**config.mk**
```make
export PLATFORM = sky130hd
export DESIGN_NAME = mrc_parser
export DESIGN_NICKNAME = d
export VERILOG_FILES = /design/src/design/mrc_pkg.sv /design/src/design/mrc_arg_if.sv /design/src/design/mrc_parser.sv /design/src/design/mrc_arg_store.sv
export VERILOG_INCLUDE_DIRS = /design/src /design/src/design
export SDC_FILE = /design/constraint.sdc
export NUM_CORES = 1
export LEC_CHECK = 0
export ABC_AREA = 1
export BUFFER_PORTS_ARGS = -buffer_cell sky130_fd_sc_hd__buf_2
export CAP_MARGIN = 20
export CORE_MARGIN = 2
export CORE_UTILIZATION = 50
export DETAILED_ROUTE_END_ITERATION = 10
export PLACE_DENSITY = 0.67
export SLEW_MARGIN = 5
export SYNTH_ARGS = -nofsm -noshare
export SYNTH_HDL_FRONTEND = slang
export SYNTH_SLANG_ARGS = --single-unit
```
**constraint.sdc**
```tcl
create_clock -name i_clk -period 4.09 [get_ports i_clk]
set_input_delay 0.818 -clock i_clk [delete_from_list [all_inputs] [get_ports i_clk]]
set_output_delay 0.818 -clock i_clk [all_outputs]
set_load 0.005 [all_outputs]
```
**src/design/mrc_cfg.svh**
```systemverilog
// Constants for the remote command parser: codes, field positions, timing
`ifndef MRC_CFG_SVH
`define MRC_CFG_SVH
`define MRC_CLK_HZ        10000000
`define MRC_COUPLE_WAIT_MS 1000
`define MRC_COUPLE_CYC    ((`MRC_CLK_HZ / 1000) * `MRC_COUPLE_WAIT_MS)
`define MRC_DISP_LEN      40
`define MRC_CH_MAX        31
`define MRC_FUNC_DIGITS   24
`define MRC_SB_READY      0
`define MRC_SB_BG_MAX     1
`define MRC_SB_DISP_MAX   2
`define MRC_SB_NOCAL      5
`define MRC_SB_SRQ        6
`define MRC_CH_C3         3'h3
`define MRC_CH_SUM        3'h4
`define MRC_CH_NEU        3'h5
`define MRC_WIRE_1P2W     3'h1
`define MRC_WIRE_3P3W     3'h3
`define MRC_WIRE_3P4W     3'h4
`define MRC_WIRE_C3ONLY   3'h5
`define MRC_LF            8'h0A
`endif

```
**src/design/mrc_pkg.sv**
```systemverilog
// Types shared by the remote command parser modules
package mrc_pkg;
  typedef enum logic [1:0] {
    MRC_SRC_DISPLAY = 2'h0,
    MRC_SRC_BUFFER  = 2'h1,
    MRC_SRC_INTEG   = 2'h2,
    MRC_SRC_LOG     = 2'h3
  } mrc_src_type;

  typedef enum logic [4:0] {
    MRC_ST_IDLE  = 5'h01,
    MRC_ST_ARGS  = 5'h02,
    MRC_ST_SKIP  = 5'h04,
    MRC_ST_WAIT  = 5'h08,
    MRC_ST_DUMMY = 5'h10
  } mrc_state_type;

  typedef struct packed {
    logic [2:0]  wiring;
    logic [2:0]  channel;
    logic [2:0]  top_left;
    logic [2:0]  top_right;
    logic        sum_view;
    logic        phase_phase;
    logic [4:0]  main_func;
    logic        fast_mode;
    logic [6:0]  single_harm;
    logic [6:0]  harm_limit;
    logic        harm_odd;
    logic        srq_enable;
    logic        ac_only;
    logic        mean_mode;
    logic        integ_run;
    logic [4:0]  res_channels;
    logic        res_fund;
    logic [23:0] res_funcs;
    mrc_src_type source;
  } mrc_cfg_type;
endpackage

```
**src/design/mrc_arg_if.sv**
```systemverilog
// Argument digit buffer carrier between parser and argument store
`timescale 1ns/1ps
interface mrc_arg_if;
  logic        clr;     // Clear digit buffer
  logic        push;    // Append one digit
  logic [3:0]  digit;   // Digit value
  logic [5:0]  count;   // Digits held
  logic [31:0] digits;  // First digits, packed nibble per digit, 0 first
  logic [23:0] bits;    // Low bits of the last 24 digits, oldest at 0
  modport store (input clr, push, digit, output count, digits, bits);
  modport user  (output clr, push, digit, input count, digits, bits);
endinterface

```
**src/design/mrc_parser.sv**
```systemverilog
// Remote command interpreter for the power analyser listener/talker link
// Functional notes
// - Outside 488.2 mode, display source returns 40 display characters plus LF once per cycle.
// - Channel field is a two-digit sum of channel weights 1,2,4,8,16.
// - One digit after channels selects storing fundamentals (1) or not.
// - 24 function digits, each 1 includes a quantity; 11,18,19 unused.
// - Results store loads nothing until trigger, then at next cycle end.
// - Each further trigger re-arms the store for the next cycle end.
// - Integrator stop captures integrator results; start begins integration.
// - Channel codes 1-5; invalid for wiring ignored; valid resets display avg.
// - Top displays take 0-7; sum view takes 0 or 1.
// - Phase voltage choice applies only in three-phase four-wire wiring.
// - Main function is two digits 00-23; leading zero required.
// - Fast mode 1 disables harmonics, 0 restores them; default off.
// - Single harmonic order 00-99; resets display averaging.
// - Amps scale up/down, volts up only; factor at least one, one to five digits.
// - After a scaling command, rest of that line is ignored.
// - Harmonic limit 00-99 plus odd-only flag.
// - Service request enabled by 1 asserts request when data ready.
// - Status byte bits 0,1,2,5,6 as defined; 3,4,7 read zero.
// - Coupling select waits one second and resets both averagings.
// - Mean/RMS ignored while integrating, else resets display averaging.
// - Wiring codes 1-5; resets display and background averaging.
// - Line ends at LF or EOI byte; case and white space ignored.
`timescale 1ns/1ps
`include "mrc_cfg.svh"
module mrc_parser #(
  parameter int COUPLE_CYC = `MRC_COUPLE_CYC  // One second hold-off
) (
  input  wire logic           i_clk,            // Instrument clock
  input  wire logic           i_rst_n,          // Async reset, active low
  input  wire logic           i_rx_valid,       // Received byte strobe
  input  wire logic [7:0]     i_rx_byte,        // Received byte
  input  wire logic           i_rx_eoi,         // Byte carried end-or-identify
  output logic                o_rx_ready,       // Parser can take a byte
  input  wire logic           i_mode_4882,      // 488.2 mode, level
  input  wire logic           i_cycle_end,      // Measurement cycle done pulse
  input  wire logic           i_bg_avg_max,     // Background averaging at max
  input  wire logic           i_disp_avg_max,   // Display averaging at max
  input  wire logic           i_cal_bad,        // Calibration missing
  input  wire logic           i_disp_rd,        // Talker reads display byte
  input  wire logic [7:0]     i_disp_char,      // Display char at o_disp_idx
  input  wire logic           i_poll,           // Serial poll read pulse
  output logic [5:0]          o_disp_idx,       // Display char index
  output logic [7:0]          o_disp_byte,      // Display stream byte
  output logic                o_disp_last,      // Byte is terminating LF
  output logic [7:0]          o_serial_poll_status, // Status byte
  output logic                o_srq,            // Service request line
  output mrc_pkg::mrc_cfg_type o_cfg,           // Current configuration
  output logic                o_store_load,     // Load results store pulse
  output logic                o_integ_capture,  // Capture integrator pulse
  output logic                o_disp_avg_reset, // Reset display avg pulse
  output logic                o_bg_avg_reset,   // Reset background avg pulse
  output logic                o_scale_amps,     // Amps factor written pulse
  output logic                o_scale_volts,    // Volts factor written pulse
  output logic                o_scale_down,     // Amps factor divides
  output logic [19:0]         o_scale_digits,   // Five BCD factor digits
  output logic                o_scale_led       // Factor not unity
);
  import mrc_pkg::*;

  typedef struct packed {
    mrc_state_type state;
    logic [7:0]    cmd;
    logic [7:0]    sub;
    logic          has_sub;
    logic          line_dead;
    logic          eoi_pend;
    logic [31:0]   wait_cnt;
    mrc_cfg_type   cfg;
    logic          armed;
    logic          ready;
    logic          srq;
    logic          disp_fresh;
    logic [5:0]    disp_idx;
    logic [7:0]    disp_byte;
    logic          disp_last;
    logic [7:0]    status;
    logic          store_load;
    logic          integ_cap;
    logic          disp_rst;
    logic          bg_rst;
    logic          sc_amps;
    logic          sc_volts;
    logic          sc_down;
    logic [19:0]   sc_digits;
    logic          amps_unity;
    logic          volts_unity;
  } mrc_top_type;

  mrc_top_type s;
  mrc_top_type next_s;
  mrc_arg_if   arg ();

  logic [7:0] ucase;
  logic       is_digit;
  logic       is_alpha;
  logic       is_space;
  logic       is_end;

  // Two-digit decimal value of the first two argument digits
  function automatic logic [6:0] dec2(input logic [31:0] d);
    logic [6:0] v;
    v = 7'(d[3:0]) * 7'h0A + 7'(d[7:4]);
    return v;
  endfunction

  // True when channel code is usable under the given wiring
  function automatic logic chan_ok(input logic [2:0] c, input logic [2:0] w);
    logic ok;
    ok = (c >= 3'h1) && (c <= 3'h5);
    if (w == `MRC_WIRE_1P2W && c != 3'h1) ok = 1'b0;
    if (w == `MRC_WIRE_C3ONLY && c != `MRC_CH_C3) ok = 1'b0;
    if (w != `MRC_WIRE_3P4W && c == `MRC_CH_NEU) ok = 1'b0;
    return ok;
  endfunction

  mrc_arg_store u_args (
    .i_clk   (i_clk),
    .i_rst_n (i_rst_n),
    .arg     (arg)
  );

  // Byte classification with case folding
  always_comb begin
    ucase    = (i_rx_byte >= 8'h61 && i_rx_byte <= 8'h7A) ?
               (i_rx_byte - 8'h20) : i_rx_byte;
    is_digit = (i_rx_byte >= 8'h30) && (i_rx_byte <= 8'h39) && i_rx_valid;
    is_alpha = (ucase >= 8'h41) && (ucase <= 8'h5A) && i_rx_valid;
    is_space = (i_rx_byte == 8'h20) || (i_rx_byte == 8'h09) ||
               (i_rx_byte == 8'h0D);
    is_end   = (i_rx_byte == `MRC_LF) || i_rx_eoi || s.eoi_pend;
  end

  // Next state: command execution, stores, display stream, status byte
  always_comb begin
    logic [6:0] v2;
    logic [5:0] n;
    logic       exec;
    logic       sep;
    next_s            = s;
    v2                = dec2(arg.digits);
    n                 = arg.count;
    exec              = 1'b0;
    sep               = 1'b0;
    arg.clr           = 1'b0;
    arg.push          = 1'b0;
    arg.digit         = i_rx_byte[3:0];
    next_s.store_load = 1'b0;
    next_s.integ_cap  = 1'b0;
    next_s.disp_rst   = 1'b0;
    next_s.bg_rst     = 1'b0;
    next_s.sc_amps    = 1'b0;
    next_s.sc_volts   = 1'b0;
    next_s.eoi_pend   = 1'b0;

    // Byte intake; a letter, semicolon, line end or stored EOI digit closes the command
    case (s.state)
      MRC_ST_IDLE, MRC_ST_ARGS: begin
        if (i_rx_valid || s.eoi_pend) begin
          if (is_digit && s.state == MRC_ST_ARGS && !s.eoi_pend) begin
            arg.push = 1'b1;
            next_s.eoi_pend = i_rx_eoi;
          end else if (is_end || is_alpha || i_rx_byte == 8'h3B) begin
            sep = 1'b1;
            exec = (s.state == MRC_ST_ARGS) && !s.line_dead;
          end
          // Second letter of two-letter commands
          if (is_alpha && s.state == MRC_ST_ARGS && n == 6'h00 &&
              !s.has_sub && (s.cmd == 8'h44 || s.cmd == 8'h4A ||
              s.cmd == 8'h4B)) begin
            sep = 1'b0;
            exec = 1'b0;
            next_s.sub = ucase;
            next_s.has_sub = 1'b1;
          end
        end
      end
      MRC_ST_WAIT: begin
        // Coupling hold-off: no bytes taken until it ends
        if (s.wait_cnt == 32'h0) next_s.state = MRC_ST_IDLE;
        else next_s.wait_cnt = s.wait_cnt - 32'h1;
      end
      default: next_s.state = MRC_ST_IDLE;
    endcase

    if (sep) begin
      arg.clr = 1'b1;
      next_s.has_sub = 1'b0;
      next_s.sub = 8'h00;
      next_s.state = is_alpha ? MRC_ST_ARGS : MRC_ST_IDLE;
      next_s.cmd = ucase;
      if (is_end) next_s.line_dead = 1'b0;
    end

    // Results store loads at the cycle end; a trigger taken now re-arms it
    if (i_cycle_end && s.armed &&
        s.cfg.source == MRC_SRC_BUFFER) begin
      next_s.store_load = 1'b1;
      next_s.armed = 1'b0;
    end

    // Execute one command; bad letter or count changes nothing
    if (exec) begin
      case (s.cmd)
        8'h42: begin
          if (n == 6'h01 && arg.digits[3:0] <= 4'h3)
            next_s.cfg.source = mrc_src_type'(arg.digits[1:0]);
          if (n == 6'h1C && arg.digits[3:0] == 4'h1 &&
              dec2(arg.digits >> 4) <= 7'(`MRC_CH_MAX) &&
              arg.digits[15:13] == 3'h0) begin
            next_s.cfg.source = MRC_SRC_BUFFER;
            next_s.cfg.res_channels = 5'(dec2(arg.digits >> 4));
            next_s.cfg.res_fund = arg.digits[12];
            next_s.cfg.res_funcs = arg.bits[`MRC_FUNC_DIGITS-1:0];
            next_s.armed = 1'b0;
          end
        end
        8'h54: if (n == 6'h01 && arg.digits[3:0] == 4'h1)
          next_s.armed = 1'b1;
        8'h49: if (n == 6'h01 && arg.digits[3:1] == 3'h0) begin
          next_s.cfg.integ_run = arg.digits[0];
          if (!arg.digits[0] && s.cfg.integ_run)
            next_s.integ_cap = 1'b1;
        end
        8'h43: if (n == 6'h01 &&
                   chan_ok(arg.digits[2:0], s.cfg.wiring) &&
                   arg.digits[3] == 1'b0) begin
          next_s.cfg.channel = arg.digits[2:0];
          next_s.disp_rst = 1'b1;
        end
        8'h44: if (s.has_sub && n == 6'h01) begin
          if (s.sub == 8'h4C && arg.digits[3] == 1'b0)
            next_s.cfg.top_left = arg.digits[2:0];
          if (s.sub == 8'h52 && arg.digits[3] == 1'b0)
            next_s.cfg.top_right = arg.digits[2:0];
          if (s.sub == 8'h4D && arg.digits[3:1] == 3'h0)
            next_s.cfg.sum_view = arg.digits[0];
        end
        8'h45: if (n == 6'h01 && arg.digits[3:1] == 3'h0 &&
                   s.cfg.wiring == `MRC_WIRE_3P4W)
          next_s.cfg.phase_phase = arg.digits[0];
        8'h46: if (n == 6'h02 && v2 <= 7'd23)
          next_s.cfg.main_func = 5'(v2);
        8'h47: if (n == 6'h01 && arg.digits[3:1] == 3'h0)
          next_s.cfg.fast_mode = arg.digits[0];
        8'h48: if (n == 6'h02) begin
          next_s.cfg.single_harm = v2;
          next_s.disp_rst = 1'b1;
        end
        8'h4A, 8'h4B: if (s.has_sub && n >= 6'h01 && n <= 6'h05 &&
                          (s.sub == 8'h55 ||
                          (s.sub == 8'h44 && s.cmd == 8'h4A)) &&
                          arg.digits[3:0] != 4'h0) begin
          next_s.sc_digits = arg.digits[19:0];
          next_s.sc_down = (s.sub == 8'h44);
          next_s.sc_amps = (s.cmd == 8'h4A);
          next_s.sc_volts = (s.cmd == 8'h4B);
          if (s.cmd == 8'h4A) next_s.amps_unity = (n == 6'h01) &&
                                (arg.digits[3:0] == 4'h1);
          else next_s.volts_unity = (n == 6'h01) &&
                                (arg.digits[3:0] == 4'h1);
          next_s.line_dead = !is_end;
        end
        8'h4C: if (n == 6'h03 && arg.digits[11:9] == 3'h0) begin
          next_s.cfg.harm_limit = v2;
          next_s.cfg.harm_odd = arg.digits[8];
        end
        8'h4D: if (n == 6'h01 && arg.digits[3:1] == 3'h0)
          next_s.cfg.srq_enable = arg.digits[0];
        8'h4E: if (n == 6'h01 && arg.digits[3:1] == 3'h0) begin
          next_s.cfg.ac_only = arg.digits[0];
          next_s.disp_rst = 1'b1;
          next_s.bg_rst = 1'b1;
          next_s.wait_cnt = 32'(COUPLE_CYC - 1);
          next_s.state = MRC_ST_WAIT;
        end
        8'h4F: if (n == 6'h01 && arg.digits[3:1] == 3'h0 &&
                   !s.cfg.integ_run) begin
          next_s.cfg.mean_mode = arg.digits[0];
          next_s.disp_rst = 1'b1;
        end
        8'h50: if (n == 6'h01 && arg.digits[3:0] >= 4'h1 &&
                   arg.digits[3:0] <= 4'h5) begin
          next_s.cfg.wiring = arg.digits[2:0];
          next_s.disp_rst = 1'b1;
          next_s.bg_rst = 1'b1;
        end
        default: ;
      endcase
    end

    // Data ready sets on new data; a poll clears, the set wins
    if (i_poll) next_s.ready = 1'b0;
    if (i_cycle_end) next_s.ready = 1'b1;
    next_s.srq = s.cfg.srq_enable & next_s.ready;

    // Display text outside 488.2 mode: 40 characters and LF once per cycle, else lone LF
    if (i_cycle_end) next_s.disp_fresh = 1'b1;
    if (i_disp_rd && s.cfg.source == MRC_SRC_DISPLAY && !i_mode_4882) begin
      if (s.disp_fresh && s.disp_idx < 6'(`MRC_DISP_LEN)) begin
        next_s.disp_byte = i_disp_char;
        next_s.disp_last = 1'b0;
        next_s.disp_idx = s.disp_idx + 6'h01;
      end else begin
        next_s.disp_byte = `MRC_LF;
        next_s.disp_last = 1'b1;
        next_s.disp_idx = 6'h00;
        if (s.disp_fresh && !i_cycle_end) next_s.disp_fresh = 1'b0;
      end
    end

    // Status byte, bits 3, 4 and 7 fixed low
    next_s.status = 8'h00;
    next_s.status[`MRC_SB_READY]    = next_s.ready;
    next_s.status[`MRC_SB_BG_MAX]   = i_bg_avg_max;
    next_s.status[`MRC_SB_DISP_MAX] = i_disp_avg_max;
    next_s.status[`MRC_SB_NOCAL]    = i_cal_bad;
    next_s.status[`MRC_SB_SRQ]      = next_s.srq;
  end

  // Parser state except the argument digits in one register
  always_ff @(posedge i_clk or negedge i_rst_n) begin
    if (!i_rst_n) begin
      s <= '0;
      s.state <= MRC_ST_IDLE;
      s.cfg.wiring <= `MRC_WIRE_1P2W;
      s.cfg.channel <= 3'h1;
      s.amps_unity <= 1'b1;
      s.volts_unity <= 1'b1;
      s.disp_byte <= `MRC_LF;
    end else begin
      s <= next_s;
    end
  end

  // Outputs; ready is low during the coupling hold-off only
  assign o_rx_ready           = (s.state != MRC_ST_WAIT);
  assign o_disp_idx           = s.disp_idx;
  assign o_disp_byte          = s.disp_byte;
  assign o_disp_last          = s.disp_last;
  assign o_serial_poll_status = s.status;
  assign o_srq                = s.srq;
  assign o_cfg                = s.cfg;
  assign o_store_load         = s.store_load;
  assign o_integ_capture      = s.integ_cap;
  assign o_disp_avg_reset     = s.disp_rst;
  assign o_bg_avg_reset       = s.bg_rst;
  assign o_scale_amps         = s.sc_amps;
  assign o_scale_volts        = s.sc_volts;
  assign o_scale_down         = s.sc_down;
  assign o_scale_digits       = s.sc_digits;
  assign o_scale_led          = !(s.amps_unity && s.volts_unity);
endmodule

```
**src/design/mrc_arg_store.sv**
```systemverilog
// Register store that collects the digits of one command argument
`timescale 1ns/1ps
module mrc_arg_store (
  input  wire logic i_clk,   // Instrument clock
  input  wire logic i_rst_n, // Async reset, active low
  mrc_arg_if.store  arg      // Digit buffer port
);
  import mrc_pkg::*;

  typedef struct packed {
    logic [5:0]  count;
    logic [31:0] digits;
    logic [23:0] bits;
  } mrc_store_type;

  mrc_store_type st;
  mrc_store_type next_st;

  // Append digits: first eight keep full value, last 24 keep a bit
  always_comb begin
    next_st = st;
    if (arg.clr) begin
      next_st = '0;
    end else if (arg.push && st.count < 6'h3F) begin
      if (st.count < 6'h08) begin
        next_st.digits[st.count[2:0]*4 +: 4] = arg.digit;
      end
      next_st.bits = {arg.digit[0], st.bits[23:1]};
      next_st.count = st.count + 6'h01;
    end
  end

  always_ff @(posedge i_clk or negedge i_rst_n) begin
    if (!i_rst_n) begin
      st <= '0;
    end else begin
      st <= next_st;
    end
  end

  assign arg.count  = st.count;
  assign arg.digits = st.digits;
  assign arg.bits   = st.bits;
endmodule

```
==> results.md, run 1 <==
* Status: finished clean
* Final WS setup at 0.974 ns
* Minimum clock period at 3.12 ns
* Multi-input logic area at 5030 sq um
* Relative slew slack at 0.420
* First-pass DRT Iterations at 4
* Crit path launch type: register
* Rows at 57
* Crit-path max cell delay at 0.55 ns
* Synth Flop Type: dfrtp_1
* Num CTS Buffers at 24
* # fillers at 2310
* WP data required at 4.49 ns
* Clk network pwr share at 0.434
* Clock Path Buffers at 3
* CP Capture Type: register
* Register bit count reported by yosys at 228
* Sequential Power Share at 0.473
* First-pass GRT wire length at 49300 microns
* Place WS at 0.689 ns
* Io pins at 151
* Setup TNS at 0 ns
* Worst Skew at 0.0181 ns
* PwrDens at 388 nW/um^2
* CP most frequent cell: nand3_4
* CP max FO at 19
* Final Power at 0.00518 W
* Final setup fails at 0
* Post-DP HPWL at 22000 microns
* Number of remaining DRC errors at 0
* Worst-Skew Late Latency at 0.52 ns
* Hold Path Class: in -> async
* Layout cell share with drive strength beyond 1 at 0.165
* Internal at 0.00387 W
* CP cell instances: inv_1, ha_1, nand2_1, nor3_1, nand2_1, inv_1, nand3_4, nand3_4, nor2_4, nand3_4, inv_2, nor2_1
* Antenna cells at 0
* Die span in y at 161 microns
* Clock root buffer: clkbuf_16
* Slowest cell on the critical path: dfrtp_1
* Syn. warnings at 0
* Fin. max-slew vios at 0
* Post-synthesis sequential area ratio at 0.462
* Final #Nets at 1595
* DR vias at 9924
* Max Cap Viol at 0
* CTS tree: built
* Avg WL per Cell at 15.9 microns
* GPL Wtd Cong at 0.943
* Gr ovfl total at 0
* Worst path buffer plus inverter count at 3
* Starting density of the core at 0.509
* Final Hold Viols at 0
* Ys async rst share at 1.00
* Largest net degree at the start of global routing at 109
* Clock sink count at 228
* Origin of the critical flop-to-flop path: u_args.arg.count[0]
* Tcrit/Tclk final at 0.762
* Logic pwr share at 0.093
* Via density per instance at 5.27
* Setup Crit Path Kind: reg -> reg
* Avg Cell Area, Syn at 8.19 sq um
* RSZ-0062 raised after global routing: false
* Number of flops mapped to enable cells by yosys at 0
* Final ANT Viol Nets at 0
* Clock slew at reported path FFs at 0.06 ns
* Top delay family on crit path: simple AND/OR/NAND/NOR gates
* Core ar. at 24300 sq um
* Crit. Startpoint: u_args.arg.count[0]
* Switching share of total power at 0.253
* Initial drt markers at 744
* Initial antenna violation count at 0
* Worst-margin pin slew at 0.870 ns
* Buffer count from post-CTS setup fixing at 0
* Die X at 161 microns
* Die area at 26000 sq um
* H-tree levels at 1
* Register area at 5710 sq um
* Yosys cell types at 51
* Mapped Area at 12400 sq um
* Fmax at 0.321 GHz
* GRT Overall Usage at 0.232
* CP arrival at 3.51 ns
* Synth Instances at 1510
* PostCTS Resize Cnt at 0
* Leak at 6.69 nW
* Area delta synth->final at 7.91%
* I/O Buffers at 147
* # hold bufs at CTS at 0
* Number of global-route vias before repair at 9405
* Post-Route WL at 30000 microns
* Maximum vdd drop at 0.000229 V
* Psw at 0.00131 W
==> layer usage <==
layer / share of wire / GRT usage / wire [microns]
met1: 0.49 / 0.351 / 14800
met2: 0.43 / 0.355 / 13000
met3: 0.058 / 0.0347 / 1760
met4: 0.015 / 0.0515 / 461
met5: 0 / 0 / 0
==> cell type report <==
| cell class | instances | share of cell area |
|---|---|---|
| inverters | 133 | 0.0374 |
| flip-flops and latches | 228 | 0.428 |
| well taps | 324 | 0.0304 |
| clock buffers | 36 | 0.0514 |
| repair buffers | 164 | 0.0664 |
| multi-input cells | 991 | 0.377 |
| clock inverters | 8 | 0.00947 |
==> per-stage QoR <==
stage	cell area [sq um]	util	instances	hold WS (ns)
floorplan	12400	-	1514	0.442
global placement	12500	0.515	1840	0.449
detailed placement	12500	0.515	1840	0.456
CTS	13300	0.549	1884	0.376
global route	13300	0.549	1884	0.379
finish	13300	0.549	1884	0.326
==> final timing paths <==
kind	end	slack [ns]	cells after the start
setup reg to reg	s[144]	0.97	12
max in group asynchronous	o_cfg[65]	2.80	2
hold / removal	o_scale_digits[17]	0.33	1
setup / recovery	s[144]	0.97	12
hold reg to reg	o_cfg[19]	0.47	2
min in group i_clk	o_serial_poll_status[1]	0.40	1
==> power by group through the flow <==
| stage | combinational, W | sequential, W | clock (W) |
|---|---|---|---|
| 2_1_floorplan | 0.000347 | 0.00246 | 0 |
| 3_3_place_gp | 0.000476 | 0.00248 | 0 |
| 3_5_place_dp | 0.000481 | 0.00249 | 0 |
| 4_1_cts | 0.000484 | 0.00245 | 0.00230 |
| 5_1_grt | 0.000550 | 0.00246 | 0.00241 |
| 6_report | 0.000481 | 0.00245 | 0.00225 |
==> cell usage after synthesis, drive strengths merged, types with 4 or more instances <==
cell | n | area (sq um)
o21ai | 110 | 618
buf | 141 | 1070
nor4 | 14 | 93.8
nand3 | 111 | 616
inv | 131 | 492
dfrtp | 221 | 5530
o22ai | 6 | 37.5
or2 | 6 | 37.5
xor2 | 22 | 193
nor3 | 30 | 150
dfstp | 7 | 184
nor2 | 166 | 646
clkbuf | 21 | 78.8
nand4 | 65 | 413
a22o | 5 | 43.8
xnor2 | 12 | 105
a21oi | 34 | 178
fa | 4 | 80.1
ha | 22 | 275
nand2 | 363 | 1390
==> logic make-up (layout without fill, tap and decap cells) <==
| logic type | Yosys count | in the layout | share of synthesized area |
|---|---|---|---|
| other | 1 | 5 | 0.000303 |
| adders and majority gates | 26 | 26 | 0.0287 |
| AOI/OAI and AO/OA | 168 | 168 | 0.0794 |
| xor gates and xnor gates | 34 | 34 | 0.0241 |
| buffers and inverters | 295 | 341 | 0.133 |
| DFF | 228 | 228 | 0.462 |
| and+or+nand+nor | 758 | 758 | 0.272 |
==> state kept, by name (all words and copies together), names as in the netlist, 6 cells and up <==
signal	cells
o_scale_digits	20
u_args.arg.bits	24
u_args.arg.digits	20
o_cfg	71
o_disp_idx	6
s	60
u_args.arg.count	6
o_disp_byte	8
==> cells in the final DEF, fill, tap and decap left out, types with 4 or more instances in the layout <==
cell type / instances
xnor2_1: 12
or2_2: 5
a21oi_1: 32
nand2_1: 358
inv_1: 128
clkbuf_1: 8
buf_4: 16
nor2_2: 7
o21ai_2: 18
fa_1: 4
xor2_1: 22
nand3_4: 4
nand3_1: 105
dfstp_2: 7
buf_2: 146
o21ai_0: 84
dfrtp_1: 221
clkinv_2: 4
o21ai_1: 8
conb_1: 5
nor2_1: 158
clkbuf_8: 4
clkbuf_16: 24
a22o_1: 5
nor4_1: 13
o22ai_1: 6
ha_1: 22
nand4_1: 64
nor3_1: 30
Note: power is estimated with default switching activity, not from simulation.
==> inputs of run 2 (changes only) <==
--- a/config.mk
+++ b/config.mk
@@ -6,13 +6,13 @@
 export SDC_FILE = /design/constraint.sdc
 export NUM_CORES = 1
 export LEC_CHECK = 0
-export ABC_AREA = 1
+export ABC_AREA = 0
 export BUFFER_PORTS_ARGS = -buffer_cell sky130_fd_sc_hd__buf_2
 export CAP_MARGIN = 20
 export CORE_MARGIN = 2
 export CORE_UTILIZATION = 50
 export DETAILED_ROUTE_END_ITERATION = 10
-export PLACE_DENSITY = 0.67
+export PLACE_DENSITY = 0.68
 export SLEW_MARGIN = 5
 export SYNTH_ARGS = -nofsm -noshare
 export SYNTH_HDL_FRONTEND = slang
==> constraint.sdc (replaced) <==
create_clock -name i_clk -period 3 [get_ports i_clk]
set_input_delay 0.6 -clock i_clk [delete_from_list [all_inputs] [get_ports i_clk]]
set_output_delay 0.6 -clock i_clk [all_outputs]
set_load 0.005 [all_outputs]
==> results.md, run 2 <==
* Buffer count from post-CTS setup fixing at 0 (unchanged)
* CTS tree: built (unchanged)
* Dominant cells by area after synthesis: dfrtp_1 (48%), mux2_2 (8.9%), buf_4 (7.4%) (was dfrtp_1 (45%), nand2_1 (11%), buf_4 (7.3%))
* Largest family of logic cells by synthesized area: simple AND/OR/NAND/NOR gates (unchanged)
* Ys async rst share at 1.00 (unchanged)
* Number of remaining DRC errors at 0 (unchanged)
* Io pins at 151 (unchanged)
* Die span in y at 156 microns (was 161 microns)
* Multiplexer share of the synthesized area at 0.113 (was 0)
* GPL Wtd Cong at 0.902 (was 0.943)
* Via density per instance at 5.46 (was 5.27)
* Starting density of the core at 0.509 (about the same)
* Avg WL per Cell at 16.9 microns (was 15.9 microns)
* Synth Area in XOR/XNOR at 0.0334 (was 0.0241)
* H-tree levels at 1 (unchanged)
* Synth Area in Compound Gates at 0.0602 (was 0.0794)
* Avg Cell Area, Syn at 10.6 sq um (was 8.19 sq um)
* Largest register FFs at 71 (unchanged)
* Final setup fails at 0 (unchanged)
* Setup TNS at 0 ns (unchanged)
* Commonest non-fill, non-tap cell in the layout: dfrtp_1 (was nand2_1)
* Gr ovfl total at 0 (unchanged)
* Synth top cells by count: dfrtp_1 (221), nand2_1 (128), buf_4 (114) (was nand2_1 (358), dfrtp_1 (221), nor2_1 (159))
* CP Capture Type: register (unchanged)
* First-pass DRT Iterations at 5 (was 4)
* Register bit count reported by yosys at 228 (unchanged)
* DR vias at 8136 (was 9924)
* Number of flops mapped to enable cells by yosys at 0 (unchanged)
* Fmax at 0.348 GHz (was 0.321 GHz)
* Status: finished clean (unchanged)
* Die area at 24300 sq um (was 26000 sq um)
* Clock Path Buffers at 3 (unchanged)
* Crit path launch type: register (unchanged)
* Num CTS Buffers at 26 (was 24)
* CP arrival at 3.29 ns (was 3.51 ns)
* Crit. Startpoint: u_args.arg.digits[5] (was u_args.arg.count[0])
* Area share of and/or/nand/nor cells after synthesis at 0.171 (was 0.272)
* Minimum clock period at 2.87 ns (was 3.12 ns)
* GRT Overall Usage at 0.210 (was 0.232)
* Final #Nets at 1238 (was 1595)
* Relative slew slack at 0.452 (was 0.420)
* Fin. max-slew vios at 0 (unchanged)
* CP max FO at 25 (was 19)
* Clock root buffer: clkbuf_16 (unchanged)
* Final Hold Viols at 0 (unchanged)
* I/O Buffers at 147 (unchanged)
* Core ar. at 22600 sq um (was 24300 sq um)
* Final ANT Viol Nets at 0 (unchanged)
* Syn. warnings at 0 (unchanged)
* Worst Skew at 0.0117 ns (was 0.0181 ns)
* Mapped Area at 11500 sq um (was 12400 sq um)
* PwrDens at 515 nW/um^2 (was 388 nW/um^2)
* WP data required at 3.41 ns (was 4.49 ns)
* Setup Crit Path Kind: reg -> reg (unchanged)
* Post-synth top area cell: dfrtp_1 (unchanged)
* Yosys top cell area share at 0.480 (was 0.447)
* Initial drt markers at 458 (was 744)
* Adder-cell share of the synthesized area at 0.0308 (was 0.0287)
* Yosys cell types at 66 (was 51)
* RSZ-0062 raised after global routing: false (unchanged)
* Layout cell share with drive strength beyond 1 at 0.323 (was 0.165)
* Rows at 55 (was 57)
* Cell with the most instances after synthesis: dfrtp_1 (was nand2_1)
* Max Cap Viol at 0 (unchanged)
* Area delta synth->final at 14.3% (was 7.91%)
* Initial antenna violation count at 1 (was 0)
* Clock sink count at 228 (unchanged)
* Origin of the critical flop-to-flop path: u_args.arg.digits[5] (was u_args.arg.count[0])
* Worst-Skew Late Latency at 0.53 ns (was 0.52 ns)
* Post-layout util at 0.582 (was 0.549)
* Maximum vdd drop at 0.000477 V (was 0.000229 V)
* First-pass GRT wire length at 41400 microns (was 49300 microns)
* Post-synthesis sequential area ratio at 0.496 (was 0.462)
* Die X at 156 microns (was 161 microns)
* Synth Instances at 1083 (was 1510)
* Largest net degree at the start of global routing at 103 (was 109)
* Post-DP HPWL at 17800 microns (was 22000 microns)
* Leak at 6.42 nW (was 6.69 nW)
* Number of global-route vias before repair at 7917 (was 9405)
* Worst-margin pin slew at 0.822 ns (was 0.870 ns)
* Tcrit/Tclk final at 0.958 (was 0.762)
* Most frequent cells in the layout: dfrtp_1 (221), buf_2 (146), nand2_1 (128) (was nand2_1 (358), dfrtp_1 (221), nor2_1 (158))
* Hold Path Class: in -> async (unchanged)
* Post-Route WL at 25200 microns (was 30000 microns)
* Clock slew at reported path FFs at 0.06 ns (about the same)
* Synth Flop Type: dfrtp_1 (unchanged)
## run 2: layer usage
metal  GRT usage  part of all wire  vias up
li1            -                 -     3850
met1       0.313              0.48     4031
met2       0.324              0.45      224
met3      0.0350             0.060       31
met4      0.0459             0.015        0
met5           0                 0        -
## run 2: layout make-up
cell class	instances	area, sq um
Tap cell	285	357
Clock inverter	7	80.1
Fill cell	1934	9470
Clock buffer	41	757
Timing Repair Buffer	224	1440
Multi-Input combinational cell	688	4760
Inverter	17	63.8
Antenna cell	1	2.50
Sequential cell	228	5710
## run 2: worst max-delay path, cell delays in order, from the launching register on
cell and delay (ns):
dfrtp_1 0.38, ha_1 0.29, ha_1 0.21, fa_1 0.56, nand3_1 0.09, o21ai_1 0.16
xnor2_1 0.14, nor3_1 0.07, buf_4 0.14, nand2_1 0.13, buf_12 0.21, mux2_2 0.36
## run 2: cell families after synthesis
group	after synthesis
and+or+nand+nor	386
DFF	228
buffers and inverters	171
muxes	117
AOI/OAI and AO/OA	110
xor gates and xnor gates	44
adders and majority gates	26
other	1
## run 2: power breakdown
| group | switching [W] | total [W] | internal (W) |
|---|---|---|---|
| Combinational | 0.000303 | 0.000506 | 0.000203 |
| Clock | 0.00123 | 0.00305 | 0.00182 |
| Sequential | 0.0000698 | 0.00323 | 0.00316 |
| Total | 0.00160 | 0.00679 | 0.00518 |
## run 2: worst paths after layout
kind	cells past startpoint	slack, ns	endpoint
max	11	0.13	o_cfg[2]
min	1	0.1	o_cfg[55]
max reg2reg	11	0.13	o_cfg[2]
min reg2reg	2	0.45	o_disp_byte[3]
max in group asynchronous	2	2.12	s[150]
min in group i_clk	1	0.18	o_serial_poll_status[1]
## run 2: through the flow
step                      hold slack [ns]  instance area, sq um  worst slack [ns]  cells  total power (W)
after global routing                0.155                 13200            0.0242   1491          0.00708
final                              0.0969                 13200             0.125   1491          0.00679
after CTS                           0.146                 13200            0.0632   1490          0.00687
after detailed placement            0.445                 12300           -0.0732   1442          0.00379
after global placement              0.439                 12300           -0.0451   1442          0.00378
after floorplan                     0.304                 11500            0.0552   1087          0.00357
## run 2: timing repair
item | CTS | global route
resized for setup | 0 | 1
hold buffers | 0 | 0
endpoints found under the setup margin | 0 | 30
==> inputs of run 3 (changes only) <==
--- a/config.mk
+++ b/config.mk
@@ -8,7 +8,7 @@
 export LEC_CHECK = 0
 export ABC_AREA = 0
 export BUFFER_PORTS_ARGS = -buffer_cell sky130_fd_sc_hd__buf_2
-export CAP_MARGIN = 20
+export CAP_MARGIN = 10
 export CORE_MARGIN = 2
 export CORE_UTILIZATION = 50
 export DETAILED_ROUTE_END_ITERATION = 10
==> constraint.sdc (replaced) <==
create_clock -name i_clk -period 3.6 [get_ports i_clk]
set_input_delay 0.72 -clock i_clk [delete_from_list [all_inputs] [get_ports i_clk]]
set_output_delay 0.72 -clock i_clk [all_outputs]
set_load 0.005 [all_outputs]
==> results.md, run 3 (same netlist as run 2, synthesis figures left out) <==
* Status: finished clean (unchanged)
* GRT Overall Usage at 0.208 (was 0.210)
* # hold bufs at CTS at 0 (unchanged)
* Clock Path Buffers at 3 (unchanged)
* Crit path depth at 6 (was 11)
* Final #Nets at 1194 (was 1238)
* CP Capture Type: register (unchanged)
* First-pass DRT Iterations at 5 (unchanged)
* Largest net degree at the start of global routing at 111 (was 103)
* Post-DP Area at 12000 sq um (was 12300 sq um)
* CP cell instances: or4_1, a2111oi_2, nand4_4, or3b_4, or3_1, mux2_2 (was ha_1, ha_1, fa_1, nand3_1, o21ai_1, xnor2_1, nor3_1, buf_4, nand2_1, buf_12, mux2_2)
* First-pass GRT wire length at 41300 microns (was 41400 microns)
* Rows at 55 (unchanged)
* Area delta synth->final at 11.1% (was 14.3%)
* Clock sink count at 228 (unchanged)
* Buffer count from post-CTS setup fixing at 0 (unchanged)
* Crit path launch type: register (unchanged)
* H-tree levels at 1 (unchanged)
* Number of remaining DRC errors at 0 (unchanged)
* Io pins at 151 (unchanged)
* Avg WL per Cell at 17.1 microns (was 16.9 microns)
* Core ar. at 22600 sq um (unchanged)
* Initial drt markers at 609 (was 458)
* Fmax at 0.317 GHz (was 0.348 GHz)
* Switching share of total power at 0.231 (was 0.236)
* Post-DP HPWL at 17300 microns (was 17800 microns)
* Slowest cell on the critical path: or4_1 (was fa_1)
* RSZ-0062 raised after global routing: false (unchanged)
* Logic pwr share at 0.069 (was 0.075)
* I/O Buffers at 147 (unchanged)
* Hold Path Class: in -> async (unchanged)
* Minimum clock period at 3.16 ns (was 2.87 ns)
* Num CTS Buffers at 26 (unchanged)
* Clk network pwr share at 0.459 (was 0.450)
* CP arrival at 3.56 ns (was 3.29 ns)
* Clock slew at reported path FFs at 0.06 ns (about the same)
* Tcrit/Tclk final at 0.877 (was 0.958)
* # placed instances at 1398 (was 1442)
* PostCTS Resize Cnt at 0 (unchanged)
* Clock root buffer: clkbuf_16 (unchanged)
* Initial antenna violation count at 0 (was 1)
* PwrDens at 445 nW/um^2 (was 515 nW/um^2)
* Setup Crit Path Kind: reg -> reg (unchanged)
* Layout cell share with drive strength beyond 1 at 0.295 (was 0.323)
* Max Cap Viol at 0 (unchanged)
* Number of global-route vias before repair at 7824 (was 7917)
* Sequential Power Share at 0.473 (was 0.476)
* Final ANT Viol Nets at 0 (unchanged)
* Top delay family on crit path: simple AND/OR/NAND/NOR gates (was adder cells)
* Crit-path max cell delay at 0.62 ns (was 0.56 ns)
* Starting density of the core at 0.509 (unchanged)
* Hold Slack at 0.267 ns (was 0.0969 ns)
* Relative slew slack at 0.378 (was 0.452)
* Antenna cells at 0 (was 1)
* R2R depth at 6 (was 11)
* Setup TNS at 0 ns (unchanged)
* Most frequent cells in the layout: dfrtp_1 (221), buf_2 (146), nand2_1 (128) (unchanged)
* Worst path buffer plus inverter count at 0 (was 2)
* DR vias at 7982 (was 8136)
* Gr ovfl total at 0 (unchanged)
* Leak at 6.21 nW (was 6.42 nW)
* Post-Route WL at 24800 microns (was 25200 microns)
* Commonest non-fill, non-tap cell in the layout: dfrtp_1 (unchanged)
* CP max FO at 15 (was 25)
* Fin. max-slew vios at 0 (unchanged)
* Die area at 24300 sq um (unchanged)
* Via density per instance at 5.52 (was 5.46)
* Final setup fails at 0 (unchanged)
* Final Non-Filler Cells at 1446 (was 1491)
* Fin area at 12800 sq um (was 13200 sq um)
* WP data required at 4.00 ns (was 3.41 ns)
* Final Hold Viols at 0 (unchanged)
* Internal at 0.00439 W (was 0.00518 W)
* Worst-margin pin slew at 0.929 ns (was 0.822 ns)
* Die span in y at 156 microns (unchanged)
* Die X at 156 microns (unchanged)
* GPL Wtd Cong at 0.897 (was 0.902)
* Final Power at 0.00570 W (was 0.00679 W)
* Worst Skew at 0.00971 ns (was 0.0117 ns)
* Worst-Skew Late Latency at 0.52 ns (was 0.53 ns)
* Largest register FFs at 71 (unchanged)
* CTS tree: built (unchanged)
* Psw at 0.00131 W (was 0.00160 W)
* Maximum vdd drop at 0.000379 V (was 0.000477 V)
run 3: layer usage:
layer  track usage  routed length, microns  vias to the layer above
li1              -                       -                     3755
met1         0.319                   12000                     3949
met2         0.313                   10800                      251
met3        0.0347                    1710                       27
met4        0.0441                     342                        0
met5             0                       0                        -
run 3: worst paths after layout:
check | from | end | slack, ns
max | u_args.arg.count[3] | o_cfg[42] | 0.44
min | i_rst_n | o_cfg[46] | 0.27
max reg2reg | u_args.arg.count[3] | o_cfg[42] | 0.44
min reg2reg | o_disp_byte[1] | o_disp_byte[1] | 0.45
max in group asynchronous | i_rst_n | s[178] | 2.50
min in group i_clk | i_bg_avg_max | o_serial_poll_status[1] | 0.31
run 3: through the flow:
| stage | worst slack (ns) | utilization |
|---|---|---|
| floorplan | 0.535 | - |
| global placement | 0.220 | 0.528 |
| detailed placement | 0.175 | 0.528 |
| CTS | 0.480 | 0.566 |
| global route | 0.321 | 0.566 |
| finish | 0.442 | 0.566 |
run 3: power groups by stage:
stage	clock [W]	combinational [W]	sequential, W
CTS	0.00267	0.000396	0.00269
global placement	0	0.000387	0.00274
finish	0.00261	0.000392	0.00269
detailed placement	0	0.000394	0.00274
floorplan	0	0.000247	0.00273
global route	0.00278	0.000442	0.00270
run 3: final cells by class:
type | count | area (sq um)
clock buffer | 43 | 776
tap | 285 | 357
clock inverter | 5 | 77.6
sequential | 228 | 5710
timing repair buffer | 180 | 1060
inverter | 17 | 63.8
multi-input combinational | 688 | 4760
fill | 1927 | 9830
